### src/hw/psc_map.svh
// Register offsets, field positions and reset values of the PHY status/counter bank
`ifndef PSC_MAP_SVH
`define PSC_MAP_SVH
// Register indices; byte address is four times the index
`define PSC_IDX_INT_STATUS 8'h11
`define PSC_IDX_LINK_LOSS 8'h12
`define PSC_IDX_FALSE_CAR 8'h13
`define PSC_IDX_SCR_SEED 8'h14
`define PSC_IDX_RX_ERR 8'h15
`define PSC_IDX_IRQ_ENABLE 8'h20
`define PSC_IDX_IRQ_CLEAR 8'h21
`define PSC_IDX_CONFIG 8'h22
// Interrupt status bit positions
`define PSC_BIT_PAGE_RX 1
`define PSC_BIT_REMOTE_FAULT 2
`define PSC_BIT_RXERR_MSB 9
`define PSC_BIT_FCAR_MSB 10
`define PSC_BIT_LLOSS_MSB 11
// Scrambler seed fields
`define PSC_BIT_SEED_LOAD 15
`define PSC_SEED_KEY_W 11
// Config bits
`define PSC_BIT_CFG_ANEG 0
`define PSC_BIT_CFG_COMPAT 1
// Reset values and counter limits
`define PSC_RST_SEED 11'h000
`define PSC_RST_CONFIG 2'h1
`define PSC_CNT_MAX 16'hFFFF
`define PSC_CNT_ZERO 16'h0000
`endif

### src/hw/psc_pkg.sv
// Types shared by the PHY status/counter bank
`default_nettype none
package psc_pkg;
   // Raw event pins from the PHY datapath
   typedef struct packed {
      logic link_good;
      logic far_end_fault;
      logic false_carrier;
      logic rx_packet_active;
      logic rx_error;
      logic collision;
   } psc_evt_s;
   // Auto-negotiation word handoff
   typedef struct packed {
      logic word_valid;
      logic word_checked;
      logic remote_fault;
   } psc_aneg_s;
   // Scrambler seed output
   typedef struct packed {
      logic load;
      logic bypass;
      logic [10:0] key;
   } psc_scr_s;
   // Page-kind tracking
   typedef enum logic [0:0] {
      PSC_PG_BASE = 1'b0,
      PSC_PG_NEXT = 1'b1
   } psc_page_e;
endpackage
`default_nettype wire

### src/hw/psc_sync.sv
// Two-flop synchroniser for a bundle of asynchronous levels
`timescale 1ns/1ps
`default_nettype none
module psc_sync #(
   parameter int W = 1
) (
   input wire logic sys_clk,
   input wire logic sys_rst,
   input wire logic [W-1:0] async_in,
   output logic [W-1:0] sync_out
);
   typedef struct packed {
      logic [W-1:0] s1;
      logic [W-1:0] s2;
   } psc_sync_s;
   psc_sync_s st_ff;
   psc_sync_s nxt_st;
   // First stage feeds only the second
   always_comb begin
      nxt_st.s1 = async_in;
      nxt_st.s2 = st_ff.s1;
   end
   // Register both stages
   always_ff @(posedge sys_clk) begin
      if (sys_rst) begin
         st_ff <= '0;
      end else begin
         st_ff <= nxt_st;
      end
   end
   assign sync_out = st_ff.s2;
endmodule
`default_nettype wire

### src/hw/psc_counter.sv
// Clear-on-read 16-bit event counter, wrapping or saturating
`timescale 1ns/1ps
`default_nettype none
`include "psc_map.svh"
module psc_counter #(
   parameter bit SATURATE = 1'b0
) (
   input wire logic sys_clk,
   input wire logic sys_rst,
   input wire logic inc,
   input wire logic rd_clr,
   output logic [15:0] count,
   output logic msb_rise
);
   typedef struct packed {
      logic [15:0] cnt;
   } psc_cnt_s;
   psc_cnt_s st_ff;
   psc_cnt_s nxt_st;
   logic [15:0] base;
   // Clear then add, so an event on the read cycle survives the clear
   always_comb begin
      base = rd_clr ? `PSC_CNT_ZERO : st_ff.cnt;
      nxt_st.cnt = base;
      if (inc) begin
         if (SATURATE && base == `PSC_CNT_MAX) begin
            nxt_st.cnt = base;
         end else begin
            nxt_st.cnt = base + 16'h0001;
         end
      end
   end
   always_ff @(posedge sys_clk) begin
      if (sys_rst) begin
         st_ff <= '0;
      end else begin
         st_ff <= nxt_st;
      end
   end
   assign count = st_ff.cnt;
   assign msb_rise = nxt_st.cnt[15] & ~st_ff.cnt[15];
endmodule
`default_nettype wire

### src/hw/psc_top.sv
// APB register bank: interrupt status, event counters, scrambler seed
`timescale 1ns/1ps
`default_nettype none
`include "psc_map.svh"
// Operation
// - Aneg on: partner remote fault sets bit 2
// - Aneg off: far-end fault sets bit 2
// - Checked aneg word sets self-clearing bit 1
// - First page base, later pages next
// - Link loss counter counts link-good losses
// - Link loss read clears; wraps to zero
// - False carrier counter counts bad delimiters
// - One increment per event, at its end
// - False carrier read clears; saturates FFFFh
// - Load bit loads key, then self-clears
// - All-zero key bypasses the scrambler
// - Compatibility mode blocks key writes
// - Receive error counts errored non-collision packets
// - Receive error read clears; wraps to zero
// - Counter MSB rising sets bits 11,10,9
module psc_top (
   input wire logic sys_clk,
   input wire logic sys_rst,
   input wire logic psel,
   input wire logic penable,
   input wire logic pwrite,
   input wire logic [11:0] paddr,
   input wire logic [31:0] pwdata,
   output logic [31:0] prdata,
   output logic pready,
   output logic pslverr,
   input wire psc_pkg::psc_evt_s evt_pins,
   input wire psc_pkg::psc_aneg_s aneg_in,
   output psc_pkg::psc_scr_s scr_out,
   output logic page_is_next,
   output logic irq
);
   // Whole block state
   typedef struct packed {
      logic [31:0] rdata;
      logic ready;
      logic slverr;
      logic [15:0] status;
      logic [15:0] irq_en;
      logic [1:0] cfg;
      logic [10:0] key;
      logic load;
      logic load_out;
      logic bypass;
      logic irq;
      logic link_good_d;
      logic fcar_d;
      logic pkt_d;
      logic pkt_err;
      logic pkt_col;
      logic pg_rx;
      psc_pkg::psc_page_e page;
      logic pg_seen; // A page already arrived in this exchange
   } psc_top_s;
   psc_top_s st_ff;
   psc_top_s nxt_st;
   psc_pkg::psc_evt_s evt_s;
   logic [5:0] evt_raw;
   logic [5:0] evt_sync;
   logic acc;
   logic [7:0] idx;
   logic rd_ll;
   logic rd_fc;
   logic rd_re;
   logic inc_ll;
   logic inc_fc;
   logic inc_re;
   logic [15:0] cnt_ll;
   logic [15:0] cnt_fc;
   logic [15:0] cnt_re;
   logic msb_ll;
   logic msb_fc;
   logic msb_re;
   logic page_evt;
   logic [15:0] set_bits;
   logic [15:0] clr_bits;

   // Word index decode, used for reads and writes alike
   function automatic logic [7:0] word_idx(input logic [11:0] a);
      word_idx = a[9:2];
   endfunction

   // Datapath pins come from another domain
   assign evt_raw = evt_pins;
   psc_sync #(.W(6)) u_sync (
      .sys_clk(sys_clk),
      .sys_rst(sys_rst),
      .async_in(evt_raw),
      .sync_out(evt_sync)
   );
   assign evt_s = evt_sync;

   // Access phase, answered in one wait state so pready is a flop
   assign acc = psel & penable & ~st_ff.ready;
   assign idx = word_idx(paddr);
   assign rd_ll = acc & ~pwrite & (idx == `PSC_IDX_LINK_LOSS);
   assign rd_fc = acc & ~pwrite & (idx == `PSC_IDX_FALSE_CAR);
   assign rd_re = acc & ~pwrite & (idx == `PSC_IDX_RX_ERR);

   // Link-good falling edge counts one loss
   assign inc_ll = st_ff.link_good_d & ~evt_s.link_good;
   // False carrier counted at its trailing edge only
   assign inc_fc = st_ff.fcar_d & ~evt_s.false_carrier;
   // Packet end with an error seen and no collision
   assign inc_re = st_ff.pkt_d & ~evt_s.rx_packet_active & st_ff.pkt_err & ~st_ff.pkt_col;

   // Link loss: wraps
   psc_counter #(.SATURATE(1'b0)) u_ll (
      .sys_clk(sys_clk),
      .sys_rst(sys_rst),
      .inc(inc_ll),
      .rd_clr(rd_ll),
      .count(cnt_ll),
      .msb_rise(msb_ll)
   );
   // False carrier: saturates
   psc_counter #(.SATURATE(1'b1)) u_fc (
      .sys_clk(sys_clk),
      .sys_rst(sys_rst),
      .inc(inc_fc),
      .rd_clr(rd_fc),
      .count(cnt_fc),
      .msb_rise(msb_fc)
   );
   // Receive error: wraps
   psc_counter #(.SATURATE(1'b0)) u_re (
      .sys_clk(sys_clk),
      .sys_rst(sys_rst),
      .inc(inc_re),
      .rd_clr(rd_re),
      .count(cnt_re),
      .msb_rise(msb_re)
   );

   // Checked auto-negotiation word arrives
   assign page_evt = aneg_in.word_valid & aneg_in.word_checked;

   // Hardware set sources for the sticky status bits
   always_comb begin
      set_bits = 16'h0000;
      if (st_ff.cfg[`PSC_BIT_CFG_ANEG]) begin
         set_bits[`PSC_BIT_REMOTE_FAULT] = page_evt & aneg_in.remote_fault;
      end else begin
         set_bits[`PSC_BIT_REMOTE_FAULT] = evt_s.far_end_fault;
      end
      set_bits[`PSC_BIT_LLOSS_MSB] = msb_ll;
      set_bits[`PSC_BIT_FCAR_MSB] = msb_fc;
      set_bits[`PSC_BIT_RXERR_MSB] = msb_re;
   end

   // Write-one-to-clear bits from the clear register
   assign clr_bits = (acc & pwrite & idx == `PSC_IDX_IRQ_CLEAR) ? pwdata[15:0] : 16'h0000;

   // Next-state logic for the bus slave and all control state
   always_comb begin
      nxt_st = st_ff;
      nxt_st.ready = acc;
      nxt_st.slverr = 1'b0;
      nxt_st.rdata = 32'h0000_0000;
      // Edge history of synchronised pins
      nxt_st.link_good_d = evt_s.link_good;
      nxt_st.fcar_d = evt_s.false_carrier;
      nxt_st.pkt_d = evt_s.rx_packet_active;
      // Error and collision flags gathered across a packet
      if (evt_s.rx_packet_active & ~st_ff.pkt_d) begin
         nxt_st.pkt_err = evt_s.rx_error;
         nxt_st.pkt_col = evt_s.collision;
      end else if (evt_s.rx_packet_active) begin
         nxt_st.pkt_err = st_ff.pkt_err | evt_s.rx_error;
         nxt_st.pkt_col = st_ff.pkt_col | evt_s.collision;
      end
      // Page received lasts one cycle; it is a pulse, not sticky
      nxt_st.pg_rx = page_evt;
      // First page of an exchange is base, the rest next
      if (page_evt) begin
         nxt_st.pg_seen = 1'b1;
         nxt_st.page = st_ff.pg_seen ? psc_pkg::PSC_PG_NEXT : psc_pkg::PSC_PG_BASE;
      end
      // A new exchange restarts whenever link is lost
      if (inc_ll) begin
         nxt_st.page = psc_pkg::PSC_PG_BASE;
         nxt_st.pg_seen = 1'b0;
      end
      // Load bit self-clears in the same cycle its one-cycle strobe reaches the scrambler
      nxt_st.load_out = st_ff.load;
      if (st_ff.load) begin
         nxt_st.load = 1'b0;
      end
      nxt_st.bypass = (st_ff.key == `PSC_RST_SEED);
      // Sticky status: set wins over clear
      nxt_st.status = (st_ff.status & ~clr_bits) | set_bits;
      nxt_st.status[`PSC_BIT_PAGE_RX] = 1'b0;
      nxt_st.status[0] = 1'b0;
      // Register writes
      if (acc & pwrite) begin
         case (idx)
            `PSC_IDX_SCR_SEED: begin
               // Bits 14:11 are dropped whatever software writes
               if (!st_ff.cfg[`PSC_BIT_CFG_COMPAT]) begin
                  nxt_st.key = pwdata[`PSC_SEED_KEY_W-1:0];
               end
               if (pwdata[`PSC_BIT_SEED_LOAD]) begin
                  nxt_st.load = 1'b1;
               end
            end
            `PSC_IDX_IRQ_ENABLE: begin
               nxt_st.irq_en = pwdata[15:0];
            end
            `PSC_IDX_CONFIG: begin
               nxt_st.cfg = pwdata[1:0];
            end
            `PSC_IDX_IRQ_CLEAR, `PSC_IDX_INT_STATUS, `PSC_IDX_LINK_LOSS,
            `PSC_IDX_FALSE_CAR, `PSC_IDX_RX_ERR: begin
               nxt_st.slverr = 1'b0;
            end
            default: begin
               nxt_st.slverr = 1'b1;
            end
         endcase
      end
      // Register reads
      if (acc & ~pwrite) begin
         case (idx)
            `PSC_IDX_INT_STATUS: begin
               nxt_st.rdata[15:0] = st_ff.status | {14'h0000, st_ff.pg_rx, 1'b0};
            end
            `PSC_IDX_LINK_LOSS: nxt_st.rdata[15:0] = cnt_ll;
            `PSC_IDX_FALSE_CAR: nxt_st.rdata[15:0] = cnt_fc;
            `PSC_IDX_SCR_SEED: begin
               nxt_st.rdata[15:0] = {st_ff.load, 4'h0, st_ff.key};
            end
            `PSC_IDX_RX_ERR: nxt_st.rdata[15:0] = cnt_re;
            `PSC_IDX_IRQ_ENABLE: nxt_st.rdata[15:0] = st_ff.irq_en;
            `PSC_IDX_CONFIG: nxt_st.rdata[1:0] = st_ff.cfg;
            `PSC_IDX_IRQ_CLEAR: nxt_st.rdata = 32'h0000_0000;
            default: nxt_st.slverr = 1'b1;
         endcase
      end
      // Level interrupt from enabled status bits
      nxt_st.irq = |(nxt_st.status & st_ff.irq_en) | (page_evt & st_ff.irq_en[`PSC_BIT_PAGE_RX]);
   end

   // Single state register
   always_ff @(posedge sys_clk) begin
      if (sys_rst) begin
         st_ff <= '0;
         st_ff.cfg <= `PSC_RST_CONFIG;
         st_ff.key <= `PSC_RST_SEED;
         st_ff.bypass <= 1'b1;
      end else begin
         st_ff <= nxt_st;
      end
   end

   // Outputs straight from flops
   assign prdata = st_ff.rdata;
   assign pready = st_ff.ready;
   assign pslverr = st_ff.slverr;
   assign scr_out.load = st_ff.load_out;
   assign scr_out.bypass = st_ff.bypass;
   assign scr_out.key = st_ff.key;
   assign page_is_next = st_ff.page;
   assign irq = st_ff.irq;

   // Loss of link bumps the counter by one on the next cycle
   property p_ll_inc;
      @(posedge sys_clk) disable iff (sys_rst)
      (inc_ll & ~rd_ll & cnt_ll != `PSC_CNT_MAX) |=> (cnt_ll == $past(cnt_ll) + 16'h0001);
   endproperty
   a_ll_inc: assert property (p_ll_inc) else $error("link loss count did not step");

   property p_ll_clr;
      @(posedge sys_clk) disable iff (sys_rst)
      (rd_ll & ~inc_ll) |=> (cnt_ll == 16'h0000);
   endproperty
   a_ll_clr: assert property (p_ll_clr) else $error("link loss not cleared on read");

   property p_fc_sat;
      @(posedge sys_clk) disable iff (sys_rst)
      (cnt_fc == 16'hFFFF & ~rd_fc) |=> (cnt_fc == 16'hFFFF);
   endproperty
   a_fc_sat: assert property (p_fc_sat) else $error("false carrier count wrapped");

   property p_fc_end;
      @(posedge sys_clk) disable iff (sys_rst)
      (evt_s.false_carrier & ~rd_fc) |=> (cnt_fc == $past(cnt_fc));
   endproperty
   a_fc_end: assert property (p_fc_end) else $error("false carrier counted mid event");

   property p_keep;
      @(posedge sys_clk) disable iff (sys_rst)
      (rd_re & inc_re) |=> (cnt_re == 16'h0001);
   endproperty
   a_keep: assert property (p_keep) else $error("event lost on clearing read");

   property p_load;
      @(posedge sys_clk) disable iff (sys_rst)
      st_ff.load |=> (scr_out.load & ~st_ff.load) ##1 ~scr_out.load;
   endproperty
   a_load: assert property (p_load) else $error("load bit did not self clear");

   property p_compat;
      @(posedge sys_clk) disable iff (sys_rst)
      st_ff.cfg[`PSC_BIT_CFG_COMPAT] |=> $stable(st_ff.key);
   endproperty
   a_compat: assert property (p_compat) else $error("key changed in compat mode");

   property p_msb;
      @(posedge sys_clk) disable iff (sys_rst)
      $rose(cnt_re[15]) |-> st_ff.status[`PSC_BIT_RXERR_MSB];
   endproperty
   a_msb: assert property (p_msb) else $error("rx error msb flag not set");

   property p_bypass;
      @(posedge sys_clk) disable iff (sys_rst)
      (st_ff.key == 11'h000) |=> scr_out.bypass;
   endproperty
   a_bypass: assert property (p_bypass) else $error("zero key not bypassed");

   property p_page;
      @(posedge sys_clk) disable iff (sys_rst)
      page_evt |=> st_ff.pg_rx ##1 (~st_ff.pg_rx | $past(page_evt));
   endproperty
   a_page: assert property (p_page) else $error("page flag not self clearing");

   property p_pg_next;
      @(posedge sys_clk) disable iff (sys_rst)
      (page_evt & st_ff.pg_seen & ~inc_ll) |=> (page_is_next == 1'b1);
   endproperty
   a_pg_next: assert property (p_pg_next) else $error("later page not marked as next");

   property p_rf_aneg;
      @(posedge sys_clk) disable iff (sys_rst)
      (st_ff.cfg[`PSC_BIT_CFG_ANEG] & page_evt & aneg_in.remote_fault) |=> st_ff.status[`PSC_BIT_REMOTE_FAULT];
   endproperty
   a_rf_aneg: assert property (p_rf_aneg) else $error("partner remote fault not flagged");

   property p_far_fault;
      @(posedge sys_clk) disable iff (sys_rst)
      (~st_ff.cfg[`PSC_BIT_CFG_ANEG] & evt_s.far_end_fault) |=> st_ff.status[`PSC_BIT_REMOTE_FAULT];
   endproperty
   a_far_fault: assert property (p_far_fault) else $error("far end fault not flagged");
endmodule
`default_nettype wire

### config.mk
export PLATFORM = sky130hd
export DESIGN_NAME = psc_top
export DESIGN_NICKNAME = d
export VERILOG_FILES = /design/src/hw/psc_pkg.sv /design/src/hw/psc_sync.sv /design/src/hw/psc_counter.sv /design/src/hw/psc_top.sv
export VERILOG_INCLUDE_DIRS = /design/src /design/src/hw
export SDC_FILE = /design/constraint.sdc
export NUM_CORES = 1
export LEC_CHECK = 0
export ABC_AREA = 1
export BUFFER_PORTS_ARGS = -buffer_cell sky130_fd_sc_hd__buf_2
export CAP_MARGIN = 20
export CORE_ASPECT_RATIO = 0.6
export CORE_MARGIN = 3
export CORE_UTILIZATION = 50
export DETAILED_ROUTE_END_ITERATION = 8
export PLACE_DENSITY = 0.77
export REMOVE_ABC_BUFFERS = 1
export SLEW_MARGIN = 25
export SYNTH_ARGS = -nofsm -noshare
export SYNTH_HDL_FRONTEND = slang
export SYNTH_HIERARCHICAL = 1
export SYNTH_SLANG_ARGS = --single-unit
### constraint.sdc
create_clock -name sys_clk -period 3.7 [get_ports sys_clk]
set_input_delay 0.555 -clock sys_clk [delete_from_list [all_inputs] [get_ports sys_clk]]
set_output_delay 0.555 -clock sys_clk [all_outputs]
set_load 0.05 [all_outputs]
* Word level (Yosys, flattened, before mapping)
Index checks and enable logic that the tools add are counted.
** Operators by class
- Multiplexer cells :: 19
- $add $sub $neg :: 3
- Equal/unequal tests :: 9
- Reductions and logical operators :: 10
- Bitwise logic cells :: 42
** Operator list (count)
- $mux W16 :: 8
- $pmux W14 S6 :: 1
- $add A16 B1 Y16 const B :: 3
- $eq A8 B5 Y1 const B :: 5
- $and A16 B16 Y16 :: 2
- $eq A8 B6 Y1 const B :: 3
- $and A1 B1 Y1 :: 20
- $eq A16 B16 Y1 const B :: 1
- $not A16 Y16 :: 1
- $or A16 B12 Y16 :: 1
- $or A16 B2 Y16 :: 1
- $reduce_or A16 Y1 :: 1
- $not A1 Y1 :: 14
- $pmux W2 S7 :: 1
- $logic_not A11 Y1 :: 1
- $reduce_or A8 Y1 :: 1
- $mux W1 :: 7
- $mux W2 :: 2
- $reduce_and A2 Y1 :: 2
- $reduce_or A2 Y1 :: 2
- $or A1 B1 Y1 :: 3
- $reduce_and A3 Y1 :: 1
- $reduce_or A3 Y1 :: 1
- $reduce_bool A2 Y1 :: 1
** Word-level totals
- Flip-flop bits (word level) :: 151
- Logic and storage cells :: 109

* Longest topological paths before layout
Gate-level depths: netlist of the first run.
- Depth in word-level cells :: 13
- Depth in mapped cells :: 26

* By module
Netlist of the first run, hierarchy kept.
** Modules (own cells, without submodules)
- psc_top :: instances 1, cells an instance 536, area each 3796.1 um2
- psc_counter (u_ll ...) :: instances 2, cells an instance 139, area each 889.6 um2
- psc_counter (u_fc) :: instances 1, cells an instance 187, area each 1213.7 um2
- psc_sync :: instances 1, cells an instance 37, area each 341.6 um2

* Least setup slack after synthesis of the first run
Ideal clock, no wire load.
- Path kind :: input to register
- From :: input port paddr[9]
- To :: register st_ff, in the netlist irq
- Buffers on the path :: 2
- Stages on the path :: 26
- Arrival time :: 3.122 ns
- Path slack :: 0.513 ns
- Setup time :: 0.065 ns
- Cells stage by stage :: nor2_1 > nand3_2 > inv_2 > nand4_1 > nor2_1 > inv_2 > buf_12 > buf_8 > nand2_1 > inv_1 > ha_1 > nand2_1 > nor2_2 > nand2_2 > nor2_4 > nand3_4 > nand2_4 > nor3_1 > inv_1 > nand2_1 > nand2_1 > nand2_1 > inv_1 > nand2_1 > nor2_1 > nor2_1
** On the way
- Cells in the longest elaborated chain, start to end :: 11
- Elaborated cells on any way between the ends :: 29
- Those cells by class :: add/sub: 3; eq/ne: 5; mux: 8; bitwise: 12; reduce/logical: 1
** RTL lines
- from (decl) :: RTL line psc_top.sv:27 : input wire logic [11:0] paddr,
- $eq A8 B5 Y1 *
- $and A1 B1 Y1 * :: RTL line psc_top.sv:102 : assign rd_fc = acc & ~pwrite & (idx == `PSC_IDX_FALSE_CAR);
- named net rd_fc :: RTL line psc_top.sv:68 : logic rd_fc;
- $mux W16 * :: RTL line psc_counter.sv:23 : base = rd_clr ? `PSC_CNT_ZERO : st_ff.cnt;
- $add A16 B1 Y16 / $eq A16 B16 Y1 (equally long branches)
- $mux W16 :: RTL line psc_counter.sv:26 : if (SATURATE && base == `PSC_CNT_MAX) begin
- $mux W16 * :: RTL line psc_counter.sv:25 : if (inc) begin
- $and A1 B1 Y1 * :: RTL line psc_counter.sv:41 : assign msb_rise = nxt_st.cnt[15] & ~st_ff.cnt[15];
- named net msb_fc :: RTL line psc_top.sv:77 : logic msb_fc;
- $or A16 B12 Y16 * :: RTL line psc_top.sv:196 : nxt_st.status = (st_ff.status & ~clr_bits) | set_bits;
- $and A16 B16 Y16 * :: RTL line psc_top.sv:245 : nxt_st.irq = |(nxt_st.status & st_ff.irq_en) | (page_evt & st_ff.irq_en[`PSC_BIT_PAGE_RX]);
- $reduce_or A16 Y1 * :: RTL line psc_top.sv:245
- $or A1 B1 Y1 * :: RTL line psc_top.sv:245
- to (signal assigned) :: RTL line psc_top.sv:256 : st_ff <= nxt_st;
- to (decl) :: RTL line psc_top.sv:60 : psc_top_s st_ff;
The timed path passes the listed nets; every way through them passes the cells marked *.
A chain may end at the register's enable or synchronous reset.

* Final worst setup path of the first run
Same ends and word-level chain as after synthesis.

==> flow_summary_export.csv, run 1 <==
group,metric,value,unit
timing,hold_violations,0,
power_and_ir_drop,finalPower,3.444,mW
power_and_ir_drop,p_per_area,432.5,nW/um^2
grt,overflow,0,
clock_network,clock-sinks,133,
timing,timing_worst_slew_pin_value,0.9768,ns
critical_path,slowest_stage,"nor2_1",
synth,synthCells,1038,
clock_network,cts_hold_buffers,0,
timing,grt_setup_unrepaired,"no",
critical_path,r2r-end,"irq",
critical_path,cp-startpoint,"paddr[9]",
grt,grt_pass1_vias,6245,
final_layout,layout_commonest_cell,"nand2_1",
final_layout,drive_gt1_share,18.86,%
critical_path,cp-start-kind,"input pin",
routing,viasPerCell,5.378,
grt,antenna_found_initial,0,
clock_network,cts_resized,0,
critical_path,timing.rr.start,"pready",
synth,async_flop_share,0,%
clock_network,cts_root_buf,"clkbuf_16",
critical_path,critPathKind,"in2reg",
place,portBuffers,70,
status,outcome,"finished clean",
place,place_congestion,0.9681,
synth,synth_edf_count,0,
timing,fin_skew,0.006705,ns
clock_network,clk_pin_slew,0.06,ns
power_and_ir_drop,power_leakage,3.409,nW
routing,routedWlPerCell,15.83,um
clock_network,htree_levels,4,
grt,grt_usage,25.74,%
grt,grt_max_degree,33,
min_path,whs_endpoint,"u_sync/nxt_st[4]",
synth,synthDistinctLibCells,46,
timing,maxSlewViolCount,0,
timing,relSlewSlack,34.81,%
power_and_ir_drop,vdd_ir_drop_max,0.0003287,V
final_layout,num_antenna_cells,0,
critical_path,cp.arrival,3.37,ns
clock_network,tritoncts,"yes",
min_path,hp-start,"evt_pins[4]",
routing,drtAntennaViolNets,0,
synth,yosys_warnings,6,
synth,synth_seq_cells,133,
critical_path,ff2ff_setup_slack,0.70,ns
synth,synth-seq-area-share,37.34,%
clock_network,post_cts_buffers,0,
critical_path,critical_path_required,4.06,ns
synth,avgSynthCellArea,6.870,sq um
place,hpwl,14.52,mm
die,rows,33,
critical_path,end_kind,"flip-flop",
routing,drt_iter0_drc,880,
critical_path,crit_fanout,5,
die,dieArea,15780,sq um
grt,grt_first_pass_wirelength,32.02,mm
critical_path,worstPathCellList,"buf_2, nor2_1, nand3_2, inv_2, nand4_1, nor2_1, nor2_1, ha_1, nand2_1, nor2_2, nand2_2, nor2_4, nand3_4, nand2_4, nor3_1, inv_1, nand2_1, nand2_1, nand2_1, inv_1, nand2_1, nor2_1, nor2_1",
timing,finalSetupViolCount,0,
synth,yosys_most_used_dff,"dfxtp_1",
clock_network,clock_path_buffers,2,
die,ios,107,
die,die_w,160.2,um
final_layout,final_nets,1140,
final_layout,final_cell_mix,"226 x nand2_1, 173 x nor2_1, 133 x dfxtp_1",
die,start_util,51.71,%
timing,fin_crit,3.010,ns
routing,first_pass_iters,7,
min_path,holdCritPathClass,"in2reg",
timing,fin_crit_sh,81.35,%
final_layout,num-fill-cells,1298,
timing,fmax,332.2,MHz
final_layout,area_growth,11.67,%
die,die_h,98.50,um
critical_path,max_stage_delay,0.51,ns
critical_path,reg2reg_depth,21,
die,core-area,13790,sq um
timing,setup_tns,0,ns
clock_network,numCtsBuffers,17,
synth,syn_area,7131,sq um
routing,drc,0,
routing,wl,20.32,mm
min_path,hold_depth,3,
routing,vias,6905,
run,maxCapViolCount,0,
clock_network,clk_latency,0.42,ns
==> sequential cells by signal, summed over array words and instances, names as in the netlist <==
register,count
irq,1
nxt_st,1
page_is_next,1
prdata,16
pready,1
pslverr,1
scr_out,13
st_ff,39
u_fc/count,16
u_ll/count,16
u_re/count,16
u_sync/nxt_st,6
u_sync/sync_out,6
==> synth_stat cells, drive strengths merged, types with 3 or more instances <==
cell type | number | area (sq um)
ha | 3 | 37.54
xnor2 | 5 | 43.79
buf | 66 | 499.2
o21ai | 59 | 295.3
o21a | 3 | 22.52
nand4 | 14 | 106.4
nand2 | 242 | 968.4
a32o | 3 | 30.03
nor4 | 3 | 33.78
a21oi | 55 | 275.3
nor3 | 9 | 61.31
nor2 | 203 | 900.9
clkbuf | 8 | 30.03
dfxtp | 133 | 2663
inv | 125 | 469.2
nand3 | 90 | 568.1
==> critical path, delay by kind of cell <==
kind | cells | cell delay, ns
buffers and inverters | 4 | 0.31
AND/OR/NAND/NOR | 18 | 2.22
adder cells (fa/ha/maj) | 1 | 0.28
==> logic make-up (layout without fill, tap and decap cells) <==
kind of cell             after synthesis  count (layout)  share of synthesized area (%)
buffers and inverters                200             239                          14.05
other                                  1              16                        0.05259
AO/OA/AOI/OAI                        131             131                          9.949
flip-flops                           133             133                          37.34
XOR/XNOR                               7               7                         0.8598
adder cells (fa/ha/maj)                3               3                         0.5265
AND/OR/NAND/NOR                      563             563                          37.22
==> per-stage QoR <==
step	instance area, sq um	worst slack, ns	util [%]	instances	hold slack, ns
3_3_place_gp	7331	0.5054	53.16	1252	0.3895
3_5_place_dp	7331	0.3923	53.16	1252	0.3927
5_1_grt	7963	0.4157	57.74	1284	0.3339
2_1_floorplan	6658	0.4621	-	979	0.3883
4_1_cts	7963	0.7868	57.74	1284	0.3230
6_report	7963	0.6901	57.74	1284	0.3274
==> power breakdown <==
| group | switching, mW | total [mW] | leakage, nW | internal, mW |
|---|---|---|---|---|
| sequential | 0.00470 | 1.45 | 1.07 | 1.44 |
| clock | 0.699 | 1.84 | 0.305 | 1.14 |
| combinational | 0.124 | 0.158 | 2.03 | 0.0348 |
==> area by class of cell <==
type                    count  area, sq um  share of cell area [%]
repair buffers             81        432.9                   5.437
flip-flops and latches    133         2663                   33.44
inverters                 126        473.0                   5.940
clock inverters            14        202.7                   2.546
well taps                 192        240.2                   3.017
multi-input cells         720         3522                   44.23
clock buffers              18        429.2                   5.390
==> per-layer routing <==
metal / up-vias / part of all wire [%] / GRT usage, %
li1: 3307 / - / -
met1: 3150 / 46 / 37.41
met2: 397 / 40 / 35.70
met3: 49 / 12 / 8.652
met4: 2 / 1.6 / 7.800
met5: - / 0.23 / 2.727
==> how the worst max path moves through the flow <==
stage / end / slack [ns] / cells after the start
floorplan: irq / 0.46 / 24
global placement: irq / 0.51 / 23
detailed placement: irq / 0.39 / 23
CTS: irq / 0.79 / 25
global route: irq / 0.42 / 23
finish: irq / 0.69 / 23
(Power assumes the default switching activity.)
==> run 2, diff against run 1 <==
--- a/config.mk
+++ b/config.mk
@@ -13,7 +13,7 @@
 export CORE_MARGIN = 3
 export CORE_UTILIZATION = 50
 export DETAILED_ROUTE_END_ITERATION = 8
-export PLACE_DENSITY = 0.77
+export PLACE_DENSITY = 0.8
 export REMOVE_ABC_BUFFERS = 1
 export SLEW_MARGIN = 25
 export SYNTH_ARGS = -nofsm -noshare
==> constraint.sdc (replaced) <==
create_clock -name sys_clk -period 2.62 [get_ports sys_clk]
set_input_delay 0.393 -clock sys_clk [delete_from_list [all_inputs] [get_ports sys_clk]]
set_output_delay 0.393 -clock sys_clk [all_outputs]
set_load 0.05 [all_outputs]
==> flow_summary_export.csv, run 2 (synthesis results as in run 1) <==
group,metric,value,unit
run,maxCapViolCount,0,
grt,grt_max_degree,33,
place,place_congestion,0.9478,
routing,vias,6990,
place,placed_cell_area,7511,sq um
die,start_util,51.71,%
die,core-area,13790,sq um
grt,grt_first_pass_wirelength,31.80,mm
clock_network,clock_path_buffers,2,
critical_path,reg2reg_depth,24,
grt,overflow,0,
timing,maxSlewViolCount,0,
clock_network,clock-sinks,133,
clock_network,tritoncts,"yes",
final_layout,largest_reg_flops,39,
clock_network,cts_hold_buffers,0,
final_layout,num_antenna_cells,0,
clock_network,clk_pin_slew,0.06,ns
timing,fin_skew,0.01197,ns
min_path,holdCritPathClass,"in2reg",
final_layout,drive_gt1_share,21.04,%
grt,grt_usage,25.29,%
timing,fin_crit_sh,91.41,%
critical_path,cp-start-kind,"flip-flop",
timing,fin_crit,2.395,ns
die,rows,33,
place,portBuffers,70,
critical_path,timing.rr.start,"pready",
routing,wl,19.98,mm
final_layout,final_nets,1165,
critical_path,end_kind,"flip-flop",
power_and_ir_drop,vdd_ir_drop_max,0.0004551,V
final_layout,area_growth,13.74,%
routing,viasPerCell,5.340,
final_layout,final_cell_mix,"226 x nand2_1, 171 x nor2_1, 133 x dfxtp_1",
place,hpwl,14.96,mm
die,die_w,160.2,um
final_layout,final_cell_area,8110,sq um
grt,antenna_found_initial,0,
power_and_ir_drop,finalPower,4.578,mW
timing,timing_worst_slew_pin_value,0.9718,ns
power_and_ir_drop,power_leakage,3.497,nW
critical_path,cp-endpoint,"irq",
timing,setup_tns,0,ns
routing,drt_iter0_drc,784,
clock_network,numCtsBuffers,17,
critical_path,cp.arrival,2.75,ns
timing,fmax,417.5,MHz
critical_path,ff2ff_setup_slack,0.23,ns
timing,finalSetupViolCount,0,
grt,grt_pass1_vias,6216,
status,outcome,"finished clean",
min_path,hp-start,"evt_pins[2]",
power_and_ir_drop,p_per_area,564.5,nW/um^2
timing,hold_violations,0,
clock_network,htree_levels,4,
critical_path,critical_path_required,2.98,ns
routing,drtAntennaViolNets,0,
critical_path,r2r-end,"irq",
critical_path,crit_fanout,4,
final_layout,layout_commonest_cell,"nand2_1",
critical_path,cp-startpoint,"pready",
critical_path,critPathKind,"reg2reg",
final_layout,max_flop_register,"st_ff",
timing,relSlewSlack,35.14,%
clock_network,clk_latency,0.43,ns
routing,first_pass_iters,6,
die,ios,107,
routing,routedWlPerCell,15.27,um
die,dieArea,15780,sq um
clock_network,cts_root_buf,"clkbuf_16",
timing,whs,0.1676,ns
die,die_h,98.50,um
routing,drc,0,
final_layout,final_util,58.81,%
## run 2: layer usage
metal  GRT usage, %  part of all wire [%]
met5          3.939                  0.43
met4          7.133                   1.7
met3          7.350                    13
met2          35.53                    39
met1          37.17                    45
## run 2: worst min path at each step
stage,to,slack (ns),cells after the start
finish,u_sync/nxt_st[2],0.17,3
detailed placement,u_sync/sync_out[5],0.39,2
global placement,u_sync/sync_out[2],0.39,2
global route,u_sync/nxt_st[1],0.17,3
CTS,u_sync/nxt_st[2],0.16,3
floorplan,u_sync/sync_out[0],0.39,2
## run 2: layout make-up
type,count,area (sq um)
Fill cell,1289,5680
Multi-Input combinational cell,720,3540
Sequential cell,133,2663
Timing Repair Buffer,106,628.1
Inverter,126,473.0
Clock buffer,19,442.9
Tap cell,192,240.2
Clock inverter,13,123.9
## run 2: timing repair
item                                    in CTS  in global routing
endpoints found under the setup margin       0                  1
buffers inserted                             0                  1
gates resized for setup                      0                  7
## run 2: critical path, cell delays in order, from the launching register on
cell and delay (ns):
dfxtp_1 0.30, nand3b_1 0.18, nor2_1 0.10, inv_1 0.06
nor2_1 0.12, buf_4 0.16, inv_2 0.05, nand2_1 0.08
inv_2 0.06, ha_4 0.16, nand2_1 0.09, nor2_2 0.05
nand2_2 0.09, nor2_4 0.06, nand3_4 0.07, nand2_4 0.05
nor3_1 0.20, inv_1 0.08, nand2_1 0.08, nand2_1 0.05
nand2_1 0.05, inv_1 0.03, nand2_1 0.05, nor2_1 0.04
nor2_1 0.06
## run 2: report_power, final
group / switching [mW] / internal, mW / leakage, nW
logic: 0.177 / 0.0578 / 2.15
registers: 0.00706 / 2.04 / 1.07
clock network: 0.954 / 1.34 / 0.276
## run 2: metrics by stage
step | worst slack [ns] | instances
finish | 0.2250 | 1309
detailed placement | -0.1368 | 1276
global placement | -0.01989 | 1276
global route | -0.01070 | 1309
CTS | 0.1336 | 1308
floorplan | -0.4559 | 979
==> run 3, diff against run 2 <==
--- a/config.mk
+++ b/config.mk
@@ -9,11 +9,13 @@
 export ABC_AREA = 1
 export BUFFER_PORTS_ARGS = -buffer_cell sky130_fd_sc_hd__buf_2
 export CAP_MARGIN = 20
+export CELL_PAD_IN_SITES_DETAIL_PLACEMENT = 1
+export CELL_PAD_IN_SITES_GLOBAL_PLACEMENT = 2
 export CORE_ASPECT_RATIO = 0.6
 export CORE_MARGIN = 3
-export CORE_UTILIZATION = 50
+export CORE_UTILIZATION = 29
 export DETAILED_ROUTE_END_ITERATION = 8
-export PLACE_DENSITY = 0.8
+export PLACE_DENSITY = 0.83
 export REMOVE_ABC_BUFFERS = 1
 export SLEW_MARGIN = 25
 export SYNTH_ARGS = -nofsm -noshare
==> flow_summary_export.csv, run 3 (synthesis results as in run 1) <==
group,metric,value,unit
status,outcome,"finished clean",
critical_path,cp-startpoint,"pready",
power_and_ir_drop,finalPower,4.813,mW
routing,drtAntennaViolNets,0,
critical_path,cp.arrival,2.76,ns
clock_network,clk_pin_slew,0.06,ns
critical_path,path_buf_inv,6,
clock_network,clk_latency,0.43,ns
timing,hold_violations,0,
power_and_ir_drop,power_leakage,3.661,nW
routing,viasPerCell,4.746,
timing,finalSetupViolCount,0,
final_layout,layout_commonest_cell,"nand2_1",
final_layout,drive_gt1_share,23.14,%
routing,vias,6929,
grt,overflow,0,
routing,wl,25.34,mm
final_layout,stdcell_count,1460,
critical_path,cp-endpoint,"irq",
timing,fin_crit,2.449,ns
run,maxCapViolCount,0,
place,placed_cells,1425,
critical_path,r2r-end,"irq",
critical_path,critical_path_required,2.93,ns
timing,fin_crit_sh,93.48,%
critical_path,worstPathCellList,"nand3b_1, nor2_1, inv_1, nor2_1, buf_4, inv_4, nand2_2, inv_2, ha_4, nand2_1, nor2_2, nand2_2, nor2_4, nand3_4, nand2_4, nor3_1, inv_1, nand2_1, nand2_2, nand2_1, inv_1, nand2_1, nor2_1, nor2_1",
critical_path,slowest_stage,"dfxtp_1",
clock_network,cts_hold_buffers,0,
final_layout,num_antenna_cells,0,
critical_path,max_stage_delay,0.32,ns
critical_path,crit_fanout,3,
place,portBuffers,70,
place,place_congestion,0.8670,
grt,grt_first_pass_wirelength,39.72,mm
die,die_w,208.4,um
grt,grt_max_degree,52,
timing,fin_skew,0.008633,ns
routing,drt_iter0_drc,396,
routing,first_pass_iters,5,
die,rows,43,
die,die_h,127.5,um
timing,fmax,408.3,MHz
die,start_util,30.19,%
final_layout,largest_reg_flops,39,
clock_network,htree_levels,4,
critical_path,cp_num_cells,24,
grt,grt_pass1_vias,6903,
place,hpwl,19.52,mm
routing,routedWlPerCell,17.36,um
clock_network,numCtsBuffers,17,
timing,maxSlewViolCount,0,
timing,relSlewSlack,58.39,%
final_layout,area_growth,19.86,%
die,ios,107,
final_layout,max_flop_register,"st_ff",
clock_network,clock-sinks,133,
critical_path,ff2ff_setup_slack,0.17,ns
power_and_ir_drop,p_per_area,563.2,nW/um^2
critical_path,reg2reg_depth,24,
critical_path,critPathKind,"reg2reg",
critical_path,end_kind,"flip-flop",
clock_network,clock_path_buffers,2,
critical_path,cp_top_family,"simple AND/OR/NAND/NOR gates",
final_layout,final_cell_mix,"224 x nand2_1, 170 x nor2_1, 133 x dfxtp_1",
timing,timing_worst_slew_pin_value,0.6235,ns
final_layout,final_nets,1193,
clock_network,tritoncts,"yes",
grt,antenna_found_initial,0,
min_path,holdCritPathClass,"in2reg",
critical_path,timing.rr.start,"pready",
grt,grt_usage,19.40,%
final_layout,num-fill-cells,3038,
die,dieArea,26570,sq um
critical_path,cp-start-kind,"flip-flop",
final_layout,final_cell_area,8547,sq um
place,placed_cell_area,7873,sq um
routing,drc,0,
clock_network,cts_root_buf,"clkbuf_16",
die,core-area,23620,sq um
power_and_ir_drop,vdd_ir_drop_max,0.0003461,V
run 3: cell types whose count changed in the layout (fill, tap and decap cells not counted), moves of 2 or more:
cell / previous run / this run
buf_4: 35 / 62
clkbuf_8: 1 / 3
inv_6: 3 / 0
buf_12: 0 / 2
bufinv_16: 1 / 3
clkinv_4: 3 / 0
nor2_4: 10 / 12
nand2_2: 12 / 14
clkinv_2: 3 / 6
nand2_1: 226 / 224
run 3: tightest hold or removal path: stages:
cell	delay (ns)
buf_2	0.07
inv_1	0.03
nor2_1	0.06
run 3: what timing repair did:
action | in CTS | in global routing
hold endpoints to repair | 0 | 0
gates resized for setup | 0 | 14
endpoints found under the setup margin | 0 | 3
buffers inserted | 0 | 3
run 3: worst min-delay path by stage:
stage	endpoint	slack (ns)	depth (start not counted)	start
final	u_sync/nxt_st[3]	0.17	3	evt_pins[3]
after floorplan	u_sync/sync_out[0]	0.39	2	u_sync/nxt_st[0]
after CTS	u_sync/nxt_st[0]	0.15	3	evt_pins[0]
after detailed placement	u_sync/sync_out[3]	0.40	2	u_sync/nxt_st[3]
after global placement	u_sync/sync_out[4]	0.39	2	u_sync/nxt_st[4]
after global routing	u_sync/nxt_st[2]	0.15	3	evt_pins[2]
run 3: report_power, final:
| part | internal [mW] | switching, mW |
|---|---|---|
| sequential | 2.04 | 0.00753 |
| clock | 1.56 | 0.952 |
| combinational | 0.0635 | 0.188 |
run 3: final cells by class:
class / instances / area, sq um / share of cell area, %
tap: 315 / 394.1 / 4.611
inverter: 126 / 475.5 / 5.563
multi-input combinational: 720 / 3557 / 41.62
timing repair buffer: 134 / 855.8 / 10.01
clock buffer: 22 / 474.2 / 5.548
sequential: 133 / 2663 / 31.15
clock inverter: 10 / 127.6 / 1.493
run 3: routing by layer:
| metal | share of wire [%] | up-vias | GRT usage, % |
|---|---|---|---|
| met1 | 54 | 3365 | 30.05 |
| met4 | 0.69 | 0 | 3.921 |
| met5 | 0 | - | 0 |
| met2 | 40 | 136 | 26.94 |
| li1 | - | 3415 | - |
| met3 | 5.4 | 13 | 4.638 |
run 3: through the flow:
stage	hold WS, ns	setup TNS, ns	setup WS (ns)	utilization (%)
floorplan	0.3883	-1.911	-0.4559	-
global placement	0.3926	-0.05465	-0.05465	33.33
detailed placement	0.3951	-0.2268	-0.1473	33.33
CTS	0.1490	0	0.03813	35.88
global route	0.1516	-0.04658	-0.04658	36.19
finish	0.1658	0	0.1707	36.19
